<file path="src/inc/isv_pkg.sv">
// package: vector map, source codes and carrier types for the interrupt vectoring front end
package isv_pkg;

    // ----------------------------------------
    // vector numbers
    // ----------------------------------------
    localparam logic [7:0] VEC_DIVIDE_ERROR   = 8'h00;
    localparam logic [7:0] VEC_NMI            = 8'h02;
    localparam logic [7:0] VEC_BREAKPOINT     = 8'h03;
    localparam logic [7:0] VEC_OVERFLOW       = 8'h04;
    localparam logic [7:0] VEC_BOUND_RANGE    = 8'h05;
    localparam logic [7:0] VEC_INVALID_OPCODE = 8'h06;
    localparam logic [7:0] VEC_COPROC_UNAVAIL = 8'h07;
    localparam logic [7:0] VEC_DOUBLE_FAULT   = 8'h08;
    localparam logic [7:0] VEC_RSVD_09        = 8'h09;
    localparam logic [7:0] VEC_ERRCODE_LO     = 8'h0A;
    localparam logic [7:0] VEC_ERRCODE_HI     = 8'h0E;
    localparam logic [7:0] VEC_RSVD_0F        = 8'h0F;
    localparam logic [7:0] VEC_X87_MATH       = 8'h10;
    localparam logic [7:0] VEC_ALIGN_CHECK    = 8'h11;
    localparam logic [7:0] VEC_MACHINE_CHECK  = 8'h12;
    localparam logic [7:0] VEC_SIMD_FLOAT     = 8'h13;
    localparam logic [7:0] VEC_RSVD_HI        = 8'h1F;
    localparam logic [7:0] VEC_LOCAL_MIN      = 8'h10;
    localparam logic [7:0] VEC_USER_MIN       = 8'h20;

    // machine check error code presence is implementation choice
    localparam logic       MC_PUSHES_ERRCODE  = 1'b0;

    // ----------------------------------------
    // local vector table entry fields
    // ----------------------------------------
    localparam int         VTAB_VEC_LSB       = 0;
    localparam int         VTAB_MASK_BIT      = 8;
    localparam int         VTAB_NMI_BIT       = 9;

    typedef enum logic [1:0] {
        ISV_CLS_FAULT,
        ISV_CLS_TRAP,
        ISV_CLS_ABORT,
        ISV_CLS_INTERRUPT
    } isv_class_t;

    typedef enum logic [2:0] {
        ISV_SRC_NONE,
        ISV_SRC_NMI,
        ISV_SRC_SOFT,
        ISV_SRC_LOCAL,
        ISV_SRC_MASKABLE,
        ISV_SRC_EXCEPTION
    } isv_source_t;

    // one table entry: nmi mode, mask, vector
    typedef struct packed {
        logic       nmi_mode;
        logic       masked;
        logic [7:0] vector;
    } isv_vtab_t;

    // delivered event towards the core
    typedef struct packed {
        isv_source_t source;
        logic [7:0]  vector;
        isv_class_t  cls;
        logic        push_err;
        logic        err_zero;
        logic        nmi_hw;
    } isv_event_t;

endpackage

</file>
<file path="src/design/isv_vectoring.sv">
// interrupt source collection and vector assignment for the core
//
// Contract
// - table entries map local inputs to vectors
// - controller disabled: input0 maskable, input1 nmi
// - maskable request fetches vector from controller
// - nmi input serviced with vector 2
// - vectors 0,5,6,7 fault; 3,4 trap; no code
// - vector 8 abort with zero error code
// - vectors 10 to 14 fault with code
// - vector 17 fault with zero code
// - vectors 16 and 19 fault, no code
// - vector 18 abort, code implementation defined
// - 9, 15, 20-31 reserved; 32-255 user
// - request path 0-255, local path 16-255
// - interrupt enable flag blocks all maskable
// - local vectors 0-15 flagged illegal
// - software interrupt accepts any vector
// - soft vector 2 skips nmi hardware state
// - software interrupts ignore enable flag
// - side-band pins bypass this vectoring
// - vector range 0-255, 0-31 architectural
`timescale 1ns/10ps

module isv_vectoring
    import isv_pkg::*;
(
    input  wire logic       SYS_CLK_I,        // core clock, 125 MHz
    input  wire logic       RST_N_I,          // async reset, active low
    input  wire logic [1:0] LOCAL_INT_I,      // local interrupt pins, async
    input  wire logic       LIC_EN_I,         // local controller enabled (hardware)
    input  wire isv_vtab_t  VTAB0_I,          // table entry for local input 0
    input  wire isv_vtab_t  VTAB1_I,          // table entry for local input 1
    input  wire logic       ROUTER_VALID_I,   // router vector message valid
    input  wire logic [7:0] ROUTER_VEC_I,     // router vector number
    output logic            ROUTER_READY_O,   // router message accepted
    output logic            INTA_REQ_O,       // bus vector fetch request
    input  wire logic       INTA_ACK_I,       // bus vector fetch complete
    input  wire logic [7:0] INTA_VEC_I,       // vector from external controller
    input  wire logic       INT_ENABLE_I,     // interrupt enable flag of the flags word
    input  wire logic       SOFT_REQ_I,       // software interrupt instruction
    input  wire logic [7:0] SOFT_VEC_I,       // its vector operand
    input  wire logic       EXC_REQ_I,        // architectural exception raised
    input  wire logic [7:0] EXC_VEC_I,        // its vector
    input  wire logic       NMI_DONE_I,       // nmi handler returned
    input  wire logic       CORE_READY_I,     // core takes the event
    output logic            EVT_VALID_O,      // event pending towards core
    output isv_event_t      EVT_O,            // event details
    output logic            ILLEGAL_VEC_O,    // pulse: local vector 0-15 received
    output logic            RSVD_VEC_O,       // pulse: reserved exception vector dropped
    output logic            NMI_ACTIVE_O      // nmi hardware handling state
);

    // ----------------------------------------
    // pin synchronisers
    // ----------------------------------------
    logic [1:0] pin_meta;
    logic [1:0] pin_sync;
    logic [1:0] pin_prev;

    always_ff @(posedge SYS_CLK_I or negedge RST_N_I) begin
        if (!RST_N_I) begin
            pin_meta <= 2'h0;
            pin_sync <= 2'h0;
            pin_prev <= 2'h0;
        end else begin
            pin_meta <= LOCAL_INT_I;
            pin_sync <= pin_meta;
            pin_prev <= pin_sync;
        end
    end

    // ----------------------------------------
    // source routing
    // ----------------------------------------
    logic [1:0] pin_rise;
    logic       raw_nmi;
    logic       raw_mreq;
    logic [1:0] vtab_fire;
    logic [1:0] vtab_nmi;
    isv_vtab_t  vtab [2];

    assign vtab[0]  = VTAB0_I;
    assign vtab[1]  = VTAB1_I;
    assign pin_rise = pin_sync & ~pin_prev;

    // per-pin table programming while controller is enabled
    for (genvar g = 0; g < 2; g++) begin : g_vtab
        assign vtab_fire[g] = LIC_EN_I && pin_rise[g] && !vtab[g].masked;
        assign vtab_nmi[g]  = vtab_fire[g] && vtab[g].nmi_mode;
    end

    // hardware-disabled: fixed pin roles; maskable request is level sensitive
    assign raw_mreq = !LIC_EN_I && pin_sync[0];
    assign raw_nmi  = (!LIC_EN_I && pin_rise[1]) || (|vtab_nmi);

    // ----------------------------------------
    // pending state
    // ----------------------------------------
    logic       nmi_pend;
    logic       loc_pend;
    logic [7:0] loc_vec;
    logic       accept;
    isv_event_t next_evt;
    logic       next_valid;
    logic       loc_msg;
    logic [7:0] loc_msg_vec;
    logic       loc_take;

    // table fixed-mode vector wins over a router message in the same cycle
    always_comb begin
        loc_msg     = 1'b0;
        loc_msg_vec = ROUTER_VEC_I;
        if (vtab_fire[0] && !vtab[0].nmi_mode) begin
            loc_msg     = 1'b1;
            loc_msg_vec = vtab[0].vector;
        end else if (vtab_fire[1] && !vtab[1].nmi_mode) begin
            loc_msg     = 1'b1;
            loc_msg_vec = vtab[1].vector;
        end else if (ROUTER_VALID_I) begin
            loc_msg     = 1'b1;
        end
    end

    assign ROUTER_READY_O = !loc_pend && !(vtab_fire[0] && !vtab[0].nmi_mode)
                            && !(vtab_fire[1] && !vtab[1].nmi_mode);
    assign loc_take       = loc_msg && !loc_pend && loc_msg_vec >= VEC_LOCAL_MIN;
    assign accept         = EVT_VALID_O && CORE_READY_I;

    // nmi latch: edge held until delivered, set wins over clear
    always_ff @(posedge SYS_CLK_I or negedge RST_N_I) begin
        if (!RST_N_I) begin
            nmi_pend <= 1'b0;
        end else if (raw_nmi) begin
            nmi_pend <= 1'b1;
        end else if (accept && EVT_O.source == ISV_SRC_NMI) begin
            nmi_pend <= 1'b0;
        end
    end

    always_ff @(posedge SYS_CLK_I or negedge RST_N_I) begin
        if (!RST_N_I) begin
            loc_pend <= 1'b0;
            loc_vec  <= 8'h00;
        end else if (loc_take) begin
            loc_pend <= 1'b1;
            loc_vec  <= loc_msg_vec;
        end else if (accept && EVT_O.source == ISV_SRC_LOCAL) begin
            loc_pend <= 1'b0;
        end
    end

    // illegal local vector reported, message discarded
    always_ff @(posedge SYS_CLK_I or negedge RST_N_I) begin
        if (!RST_N_I) begin
            ILLEGAL_VEC_O <= 1'b0;
        end else begin
            ILLEGAL_VEC_O <= loc_msg && !loc_pend && loc_msg_vec < VEC_LOCAL_MIN;
        end
    end

    // ----------------------------------------
    // maskable request vector fetch
    // ----------------------------------------
    logic       mreq_pend;
    logic [7:0] mreq_vec;

    // request held until controller answers; any of 0-255 accepted
    always_ff @(posedge SYS_CLK_I or negedge RST_N_I) begin
        if (!RST_N_I) begin
            INTA_REQ_O <= 1'b0;
            mreq_pend  <= 1'b0;
            mreq_vec   <= 8'h00;
        end else if (INTA_REQ_O) begin
            if (INTA_ACK_I) begin
                INTA_REQ_O <= 1'b0;
                mreq_pend  <= 1'b1;
                mreq_vec   <= INTA_VEC_I;
            end
        end else if (mreq_pend) begin
            if (accept && EVT_O.source == ISV_SRC_MASKABLE) begin
                mreq_pend <= 1'b0;
            end
        end else if (raw_mreq && INT_ENABLE_I) begin
            INTA_REQ_O <= 1'b1;
        end
    end

    // ----------------------------------------
    // classification of a vector
    // ----------------------------------------
    function automatic isv_event_t classify(input logic [7:0] v);
        isv_event_t e;
        e          = '0;
        e.vector   = v;
        e.cls      = ISV_CLS_INTERRUPT;
        case (v)
            VEC_DIVIDE_ERROR, VEC_BOUND_RANGE,
            VEC_INVALID_OPCODE, VEC_COPROC_UNAVAIL: e.cls = ISV_CLS_FAULT;
            VEC_BREAKPOINT, VEC_OVERFLOW:           e.cls = ISV_CLS_TRAP;
            VEC_DOUBLE_FAULT: begin
                e.cls      = ISV_CLS_ABORT;
                e.push_err = 1'b1;
                e.err_zero = 1'b1;
            end
            VEC_ALIGN_CHECK: begin
                e.cls      = ISV_CLS_FAULT;
                e.push_err = 1'b1;
                e.err_zero = 1'b1;
            end
            VEC_X87_MATH, VEC_SIMD_FLOAT:           e.cls = ISV_CLS_FAULT;
            VEC_MACHINE_CHECK: begin
                e.cls      = ISV_CLS_ABORT;
                e.push_err = MC_PUSHES_ERRCODE;
            end
            default: begin
                if (v >= VEC_ERRCODE_LO && v <= VEC_ERRCODE_HI) begin
                    e.cls      = ISV_CLS_FAULT;
                    e.push_err = 1'b1;
                end
            end
        endcase
        return e;
    endfunction

    // 9, 15 and 20-31 raised as hardware exceptions are dropped and flagged on RSVD_VEC_O
    logic exc_rsvd;
    assign exc_rsvd = EXC_VEC_I == VEC_RSVD_09 || EXC_VEC_I == VEC_RSVD_0F
                      || (EXC_VEC_I > VEC_SIMD_FLOAT && EXC_VEC_I <= VEC_RSVD_HI);

    // ----------------------------------------
    // priority selection
    // ----------------------------------------
    // order: exception, nmi, software, local, maskable request.
    // side-band pins (reset, flush, stop clock, mgmt, init) have no input here.
    always_comb begin
        next_valid = 1'b0;
        next_evt   = '0;
        if (EXC_REQ_I && !exc_rsvd) begin
            next_valid        = 1'b1;
            next_evt          = classify(EXC_VEC_I);
            next_evt.source   = ISV_SRC_EXCEPTION;
        end else if (nmi_pend && !NMI_ACTIVE_O) begin
            next_valid        = 1'b1;
            next_evt.source   = ISV_SRC_NMI;
            next_evt.vector   = VEC_NMI;
            next_evt.cls      = ISV_CLS_INTERRUPT;
            next_evt.nmi_hw   = 1'b1;
        end else if (SOFT_REQ_I) begin
            // no error code even for vectors that normally carry one
            next_valid        = 1'b1;
            next_evt.source   = ISV_SRC_SOFT;
            next_evt.vector   = SOFT_VEC_I;
            next_evt.cls      = ISV_CLS_INTERRUPT;
            next_evt.nmi_hw   = 1'b0;
        end else if (loc_pend && INT_ENABLE_I) begin
            next_valid        = 1'b1;
            next_evt.source   = ISV_SRC_LOCAL;
            next_evt.vector   = loc_vec;
            next_evt.cls      = ISV_CLS_INTERRUPT;
        end else if (mreq_pend && INT_ENABLE_I) begin
            next_valid        = 1'b1;
            next_evt.source   = ISV_SRC_MASKABLE;
            next_evt.vector   = mreq_vec;
            next_evt.cls      = ISV_CLS_INTERRUPT;
        end
    end

    // output register reloads only when empty or taken, so data stays stable while stalled
    always_ff @(posedge SYS_CLK_I or negedge RST_N_I) begin
        if (!RST_N_I) begin
            EVT_VALID_O <= 1'b0;
            EVT_O       <= '0;
        end else if (!EVT_VALID_O || CORE_READY_I) begin
            EVT_VALID_O <= next_valid && !(accept && next_evt.source == EVT_O.source
                                            && EVT_O.source != ISV_SRC_EXCEPTION
                                            && EVT_O.source != ISV_SRC_SOFT);
            EVT_O       <= next_evt;
        end
    end

    always_ff @(posedge SYS_CLK_I or negedge RST_N_I) begin
        if (!RST_N_I) begin
            RSVD_VEC_O <= 1'b0;
        end else begin
            RSVD_VEC_O <= EXC_REQ_I && exc_rsvd;
        end
    end

    // nmi hardware state: blocks further nmi until handler returns
    always_ff @(posedge SYS_CLK_I or negedge RST_N_I) begin
        if (!RST_N_I) begin
            NMI_ACTIVE_O <= 1'b0;
        end else if (accept && EVT_O.nmi_hw) begin
            NMI_ACTIVE_O <= 1'b1;
        end else if (NMI_DONE_I) begin
            NMI_ACTIVE_O <= 1'b0;
        end
    end

    // ----------------------------------------
    // checks
    // ----------------------------------------
    property p_nmi_vec;
        @(posedge SYS_CLK_I) disable iff (!RST_N_I)
        EVT_VALID_O && EVT_O.source == ISV_SRC_NMI |-> EVT_O.vector == VEC_NMI && EVT_O.nmi_hw;
    endproperty
    a_nmi_vec: assert property (p_nmi_vec) else $error("nmi event without vector 2");

    property p_soft_no_nmi_hw;
        @(posedge SYS_CLK_I) disable iff (!RST_N_I)
        EVT_VALID_O && EVT_O.source == ISV_SRC_SOFT |-> !EVT_O.nmi_hw && !EVT_O.push_err;
    endproperty
    a_soft_no_nmi_hw: assert property (p_soft_no_nmi_hw) else $error("soft event marked nmi");

    property p_mask_gate;
        @(posedge SYS_CLK_I) disable iff (!RST_N_I)
        !INT_ENABLE_I && (!EVT_VALID_O || CORE_READY_I) |=> !(EVT_VALID_O
            && (EVT_O.source == ISV_SRC_LOCAL || EVT_O.source == ISV_SRC_MASKABLE));
    endproperty
    a_mask_gate: assert property (p_mask_gate) else $error("maskable event while disabled");

    property p_local_range;
        @(posedge SYS_CLK_I) disable iff (!RST_N_I)
        EVT_VALID_O && EVT_O.source == ISV_SRC_LOCAL |-> EVT_O.vector >= VEC_LOCAL_MIN;
    endproperty
    a_local_range: assert property (p_local_range) else $error("local vector below 16");

    property p_illegal;
        @(posedge SYS_CLK_I) disable iff (!RST_N_I)
        loc_msg && !loc_pend && loc_msg_vec < VEC_LOCAL_MIN |=> ILLEGAL_VEC_O && !loc_pend;
    endproperty
    a_illegal: assert property (p_illegal) else $error("illegal local vector not flagged");

    property p_df_code;
        @(posedge SYS_CLK_I) disable iff (!RST_N_I)
        EVT_VALID_O && EVT_O.vector == VEC_DOUBLE_FAULT && EVT_O.source == ISV_SRC_EXCEPTION
            |-> EVT_O.cls == ISV_CLS_ABORT && EVT_O.push_err && EVT_O.err_zero;
    endproperty
    a_df_code: assert property (p_df_code) else $error("double fault class wrong");

    property p_errcode_faults;
        @(posedge SYS_CLK_I) disable iff (!RST_N_I)
        EVT_VALID_O && EVT_O.source == ISV_SRC_EXCEPTION && EVT_O.vector >= VEC_ERRCODE_LO
            && EVT_O.vector <= VEC_ERRCODE_HI |-> EVT_O.cls == ISV_CLS_FAULT && EVT_O.push_err;
    endproperty
    a_errcode_faults: assert property (p_errcode_faults) else $error("vectors 10-14 wrong");

    property p_mreq_fetch;
        @(posedge SYS_CLK_I) disable iff (!RST_N_I)
        INTA_REQ_O && INTA_ACK_I |=> !INTA_REQ_O && mreq_pend && mreq_vec == $past(INTA_VEC_I);
    endproperty
    a_mreq_fetch: assert property (p_mreq_fetch) else $error("fetched vector not held");

    property p_nmi_pin;
        @(posedge SYS_CLK_I) disable iff (!RST_N_I)
        !LIC_EN_I && pin_sync[1] && !pin_prev[1] |=> nmi_pend;
    endproperty
    a_nmi_pin: assert property (p_nmi_pin) else $error("nmi pin edge lost");

    c_nmi:  cover property (@(posedge SYS_CLK_I) accept && EVT_O.source == ISV_SRC_NMI);
    c_soft2: cover property (@(posedge SYS_CLK_I) accept && EVT_O.source == ISV_SRC_SOFT
                             && EVT_O.vector == VEC_NMI);
    c_mreq: cover property (@(posedge SYS_CLK_I) accept && EVT_O.source == ISV_SRC_MASKABLE);
    c_ill:  cover property (@(posedge SYS_CLK_I) ILLEGAL_VEC_O);

endmodule

</file>
<file path="config.mk">
export PLATFORM = sky130hd
export DESIGN_NAME = isv_vectoring
export DESIGN_NICKNAME = d
export VERILOG_FILES = /design/src/inc/isv_pkg.sv /design/src/design/isv_vectoring.sv
export SDC_FILE = /design/constraint.sdc
export NUM_CORES = 1
export LEC_CHECK = 0
export ABC_AREA = 1
export BUFFER_PORTS_ARGS = -buffer_cell sky130_fd_sc_hd__clkbuf_2
export CAP_MARGIN = 10
export CORE_ASPECT_RATIO = 0.9
export CORE_UTILIZATION = 51
export DETAILED_ROUTE_END_ITERATION = 8
export GPL_TIMING_DRIVEN = 0
export PLACE_DENSITY = 0.78
export SLEW_MARGIN = 20
export SYNTH_ARGS = -nofsm -noshare
export SYNTH_HDL_FRONTEND = slang
export SYNTH_SLANG_ARGS = --single-unit
</file>
<file path="constraint.sdc">
create_clock -name SYS_CLK_I -period 1.65 [get_ports SYS_CLK_I]
set_input_delay 0.4125 -clock SYS_CLK_I [delete_from_list [all_inputs] [get_ports SYS_CLK_I]]
set_output_delay 0.4125 -clock SYS_CLK_I [all_outputs]
set_load 0.1 [all_outputs]
</file>
Yosys cells after proc, flatten, opt, wreduce, memory -nomap -nowiden. Index checks and enable logic that the tools add are counted.

Multiply operators: 0. Bitwise logic cells: 2. Shift operators: 0. Add/sub/neg operators: 0. Order comparisons: 6. Muxes and demuxes: 36. Eq/ne operators: 19. Reductions and logical operators: 59. Div/mod/pow operators: 0.

Operator list (count): 2-to-1 mux 13 bit (5); == test 8 x 3 -> 1 bit (second input constant) (4); == test 8 x 5 -> 1 bit (second input constant) (4); logical AND 1 bit (32); 2-to-1 mux 1 bit (25); == test 8 x 4 -> 1 bit (second input constant) (3); 2-to-1 mux 8 bit (2); logical NOT 1 bit (12); OR reduction 9 bit (1); == test 8 x 2 -> 1 bit (second input constant) (1); >= comparator 8 x 4 -> 1 bit (second input constant) (1); >= comparator 8 x 5 -> 1 bit (second input constant) (1); > comparator 8 x 5 -> 1 bit (second input constant) (1); <= comparator 8 x 4 -> 1 bit (second input constant) (1); <= comparator 8 x 5 -> 1 bit (second input constant) (1); logical NOT 8 bit (1); less-than comparator 8 x 5 -> 1 bit (second input constant) (1); OR reduction 2 bit (4); OR reduction 7 bit (1); one-hot mux 2 bit (3 select lines) (1); nonzero test 2 bit (3); logical OR 1 bit (4); == test 3 x 1 -> 1 bit (second input constant) (1); == test 3 x 2 -> 1 bit (second input constant) (1); other kinds (11) (11).

ROM bits: 0. Logic and storage cells: 141. Output and inout bits: 22. Memories kept: 0. Bits in registers: 46. Latch bits: 0. Memory bits (writable): 0. Input bits: 64.

Logic depth before layout (Yosys ltp).
Depth in word-level cells: 12. Gate-level depth with buffers: 14. Mapped depth without buffers: 14.

Worst setup path after synthesis. No wires, ideal clock.

Path kind: input to output. Start point: in LIC_EN_I. End point: out ROUTER_READY_O. Path buffers: 0. Arrival: 2.757 ns. Stages on the path: 5. Setup slack: -1.520 ns. Cells stage by stage: nand2_1 -> inv_2 -> nand3b_4 -> inv_1 -> nor3_1.

Word-level cells in the longest chain between the ends: 6.

Ends and longest elaborated chain: start, declared (line isv_vectoring.sv:31) `input wire logic LIC_EN_I,`; logical AND 1 bit (2 in series) (line isv_vectoring.sv:89) `assign vtab_fire[g] = LIC_EN_I && pin_rise[g] && !vtab[g].masked;`; logical AND 1 bit (line isv_vectoring.sv:125) `assign ROUTER_READY_O = !loc_pend && !(vtab_fire[0] && !vtab[0].nmi_mode)`; logical NOT 1 bit (line isv_vectoring.sv:125); logical AND 1 bit (line isv_vectoring.sv:125); logical AND 1 bit * (line isv_vectoring.sv:126) `&& !(vtab_fire[1] && !vtab[1].nmi_mode);`; end, declared (line isv_vectoring.sv:36) `output logic ROUTER_READY_O,`.

Mark *: on every way between the ends. The rest lies on a longest branch, timed or not.

Final worst setup path.
Start point: reg pin_sync[0]. End point: out ROUTER_READY_O.

Word-level cells in the longest chain between the ends: 7.

Ends and longest elaborated chain: start, declared (line isv_vectoring.sv:58) `logic [1:0] pin_sync;`; start signal, assigned (line isv_vectoring.sv:68) `pin_sync <= pin_meta;`; bitwise AND 2 bit (line isv_vectoring.sv:85) `assign pin_rise = pin_sync & ~pin_prev;`; logical AND 1 bit (2 in series) (line isv_vectoring.sv:89); logical AND 1 bit (line isv_vectoring.sv:125); logical NOT 1 bit (line isv_vectoring.sv:125); logical AND 1 bit (line isv_vectoring.sv:125); logical AND 1 bit (line isv_vectoring.sv:126).

Every way passes these cells.

==> run summary <==
• most common cell in the netlist: nand2_1
• root buffer cell: clkbuf_8
• n_diodes: 0
• final cell utilization of the core: 0.707
• worst slack at placement: -0.286 ns
• setup repair after global routing missed its margin: true
• effective utilization at floorplan: 0.541
• Horiz. Die Dim: 78.5 um
• critical path start-end classification: reg2out
• number of sinks on the clock net: 46
• Synth warnings: 0
• iteration count of the initial detailed-routing pass: 4
• Syn Inst Count: 361
• critical register-to-register path startpoint: pin_prev[1]
• share of layout cells above drive strength 1: 0.341
• # hold bufs at CTS: 0
• Worst Skew: 0.00965 ns
• core box area: 4950 um^2
• area added between synthesis and finish: 30.5%
• most used flip-flop cell after synthesis: dfrtp_1
• Cells after DPL: 510
• final setup violation count: 1
• leakage power: 1.88 nW
• buffers from clock root to sink, at most: 2
• Hold Violations, Final: 0
• final period demand of the worst path: 1.81 ns
• proportion of netlist area held by the largest area contributor: 0.429
• Post-Synthesis Mean Instance Area: 7.43 um^2
• number of buffers inserted during clock tree synthesis: 5
• number of nets in the layout: 526
• average detailed-routed wire length per instance: 12.8 um
• CP Launch Type: register
• global-route usage over all layers: 0.256
• pin count of the biggest net entering global routing: 47
• Cell Area, Synth: 2680 um^2
• headroom to the max-slew limit: 0.592
• register area share after synthesis: 0.429
• failing checks: negative setup slack
• die height: 70.8 um
• power density over the cells: 1460 nW/um^2
• number of enable flip-flop cells after synthesis: 0
• run status: complete, but fails checks
• Crit. Startpoint: pin_sync[0]
• remaining routing DRC violations: 0
• endpoint arrival time on the critical path: 1.39 ns
• synthesis-stage register bit count: 46
• Tightest Pin Transition: 0.613 ns
• kind of end point of the critical path: primary output
• min setup slack post-route: -0.157 ns
• R2R setup slack: 0.04 ns
• endpoint required time on the critical path: 1.24 ns
• sum of routed wire length over all layers: 6740 um
• worst skew pair latency: 0.31 ns
• Commonest cells post-synth: nand2_1, dfrtp_1, inv_1, nor2_1, nand3_1
• post-detailed-route via-to-cell ratio: 5.14
• I/O pins: 86
• DR iter-0 viols: 130
• post-synthesis cell type with the largest combined area: dfrtp_1
• nets in the synthesized netlist: 425
• final worst path period share: 1.10
• Congestion Overflow GR: 0
• via count of the first global-routing pass: 2495
• highest ir drop seen on vdd: 1360 uV
• routed via count: 2715
• number of distinct standard cells referenced by the synthesized netlist: 32
• max capacitance violation total: 0
• # H-tree levels: 2
• wire length of the first global-routing pass: 11000 um
• worst hold margin: 0.135 ns
• largest cells by area after synthesis: dfrtp_1, nand2_1, inv_1, nand3_1, nor2_1
• port buffer count: 84
• Max Fanout on Critical Path: 5
• hold crit path type: in2async
• TritonCTS clock tree: yes
• DPL Wire Length: 4980 um
• final non-filler cell total: 528
• CTS clock-pin slew for the worst setup and hold paths: 0.09 ns
• antenna violations before repair: 0
• floorplan row count: 24
• ys async rst share: 1.00
• GPL Wtd Cong: 0.857
• top achievable clock speed: 0.553 GHz
• Die ar.: 5550 um^2
• Detail Route Antenna Nets: 0
• Slew Viols, Final: 0
-- cell usage in the layout (no fill, tap or decap), types with 3 or more instances in the layout --
cell type,instances
inv_2,6
nand2_1,116
clkbuf_8,6
nor3_1,5
nor2_1,32
o211ai_1,7
clkbuf_2,80
buf_6,5
nor2_4,6
clkbuf_1,3
nand3_1,25
a21oi_1,6
buf_4,7
nor2_2,3
nand3_2,3
nand2_2,14
a31oi_1,11
dfrtp_1,40
inv_1,35
nand4_1,4
dfrtp_2,6
o21ai_0,15
-- final timing paths --
| path | to | cells after the start |
|---|---|---|
| max reg2reg | loc_vec[3] | 15 |
| min reg2reg | pin_sync[0] | 0 |
| min | pin_prev[1] | 1 |
| min in group SYS_CLK_I | pin_meta[0] | 1 |
| max in group asynchronous | loc_pend | 1 |
| max | ROUTER_READY_O | 6 |
-- final cells by class --
| type | count | area [um^2] |
|---|---|---|
| plain buffers | 7 | 50.0 |
| clock buffers | 6 | 82.6 |
| fillers | 417 | 1450 |
| clock inverters | 2 | 60.1 |
| repair buffers | 93 | 520 |
| inverters | 45 | 181 |
| well taps | 65 | 81.3 |
| multi-input cells | 264 | 1370 |
| flip-flops and latches | 46 | 1160 |
-- repair_timing --
action                                  in CTS  in global routing
gates cloned                                 0                  1
gates resized for setup                     11                 11
pin swaps                                    4                  4
endpoints found under the setup margin       3                 21
setup buffers                                4                  5
endpoints found under the hold margin        0                  0
-- routing by layer --
metal	GRT usage	up-vias	share of wire	wire, um
li1	-	1366	-	-
met1	0.356	1252	0.46	3090
met2	0.406	85	0.47	3180
met3	0.0490	12	0.052	352
met4	0.0802	0	0.017	115
met5	0	-	0	0
-- flip-flops by register name, indices dropped and copies added (netlist names) --
signal / flops
RSVD_VEC_O: 1
NMI_ACTIVE_O: 1
INTA_REQ_O: 1
loc_pend: 1
EVT_O: 16
mreq_vec: 8
pin_prev: 2
pin_sync: 2
nmi_pend: 1
pin_meta: 2
EVT_VALID_O: 1
ILLEGAL_VEC_O: 1
loc_vec: 8
mreq_pend: 1
-- critical path: stages, from the launching register on --
cell and delay, ns:
dfrtp_1 0.39, nand2_1 0.07, inv_2 0.05, nand3b_4 0.11
inv_4 0.06, nor3_4 0.18, clkbuf_16 0.23
-- power by group --
group | total, mW | leakage (nW) | internal (mW) | switching, mW
clock | 1.03 | 0.0714 | 0.646 | 0.385
sequential | 1.72 | 0.550 | 1.48 | 0.231
combinational | 2.35 | 1.26 | 0.558 | 1.79
-- metrics by stage --
stage	setup TNS, ns	cell area, um^2	total power [mW]
final	-0.157	3500	5.10
after detailed placement	-1.11	3200	3.97
after floorplan	-0.261	2700	3.47
after CTS	-0.446	3420	5.08
after global placement	-0.783	3200	3.93
after global routing	-0.824	3500	5.38
-- cell families after synthesis --
logic type	Yosys count	synth area share
AND/OR/NAND/NOR	217	0.378
buffers and inverters	52	0.0835
flip-flops	46	0.429
AO/OA/AOI/OAI	46	0.110
Note: power is estimated with default switching activity, not from simulation.
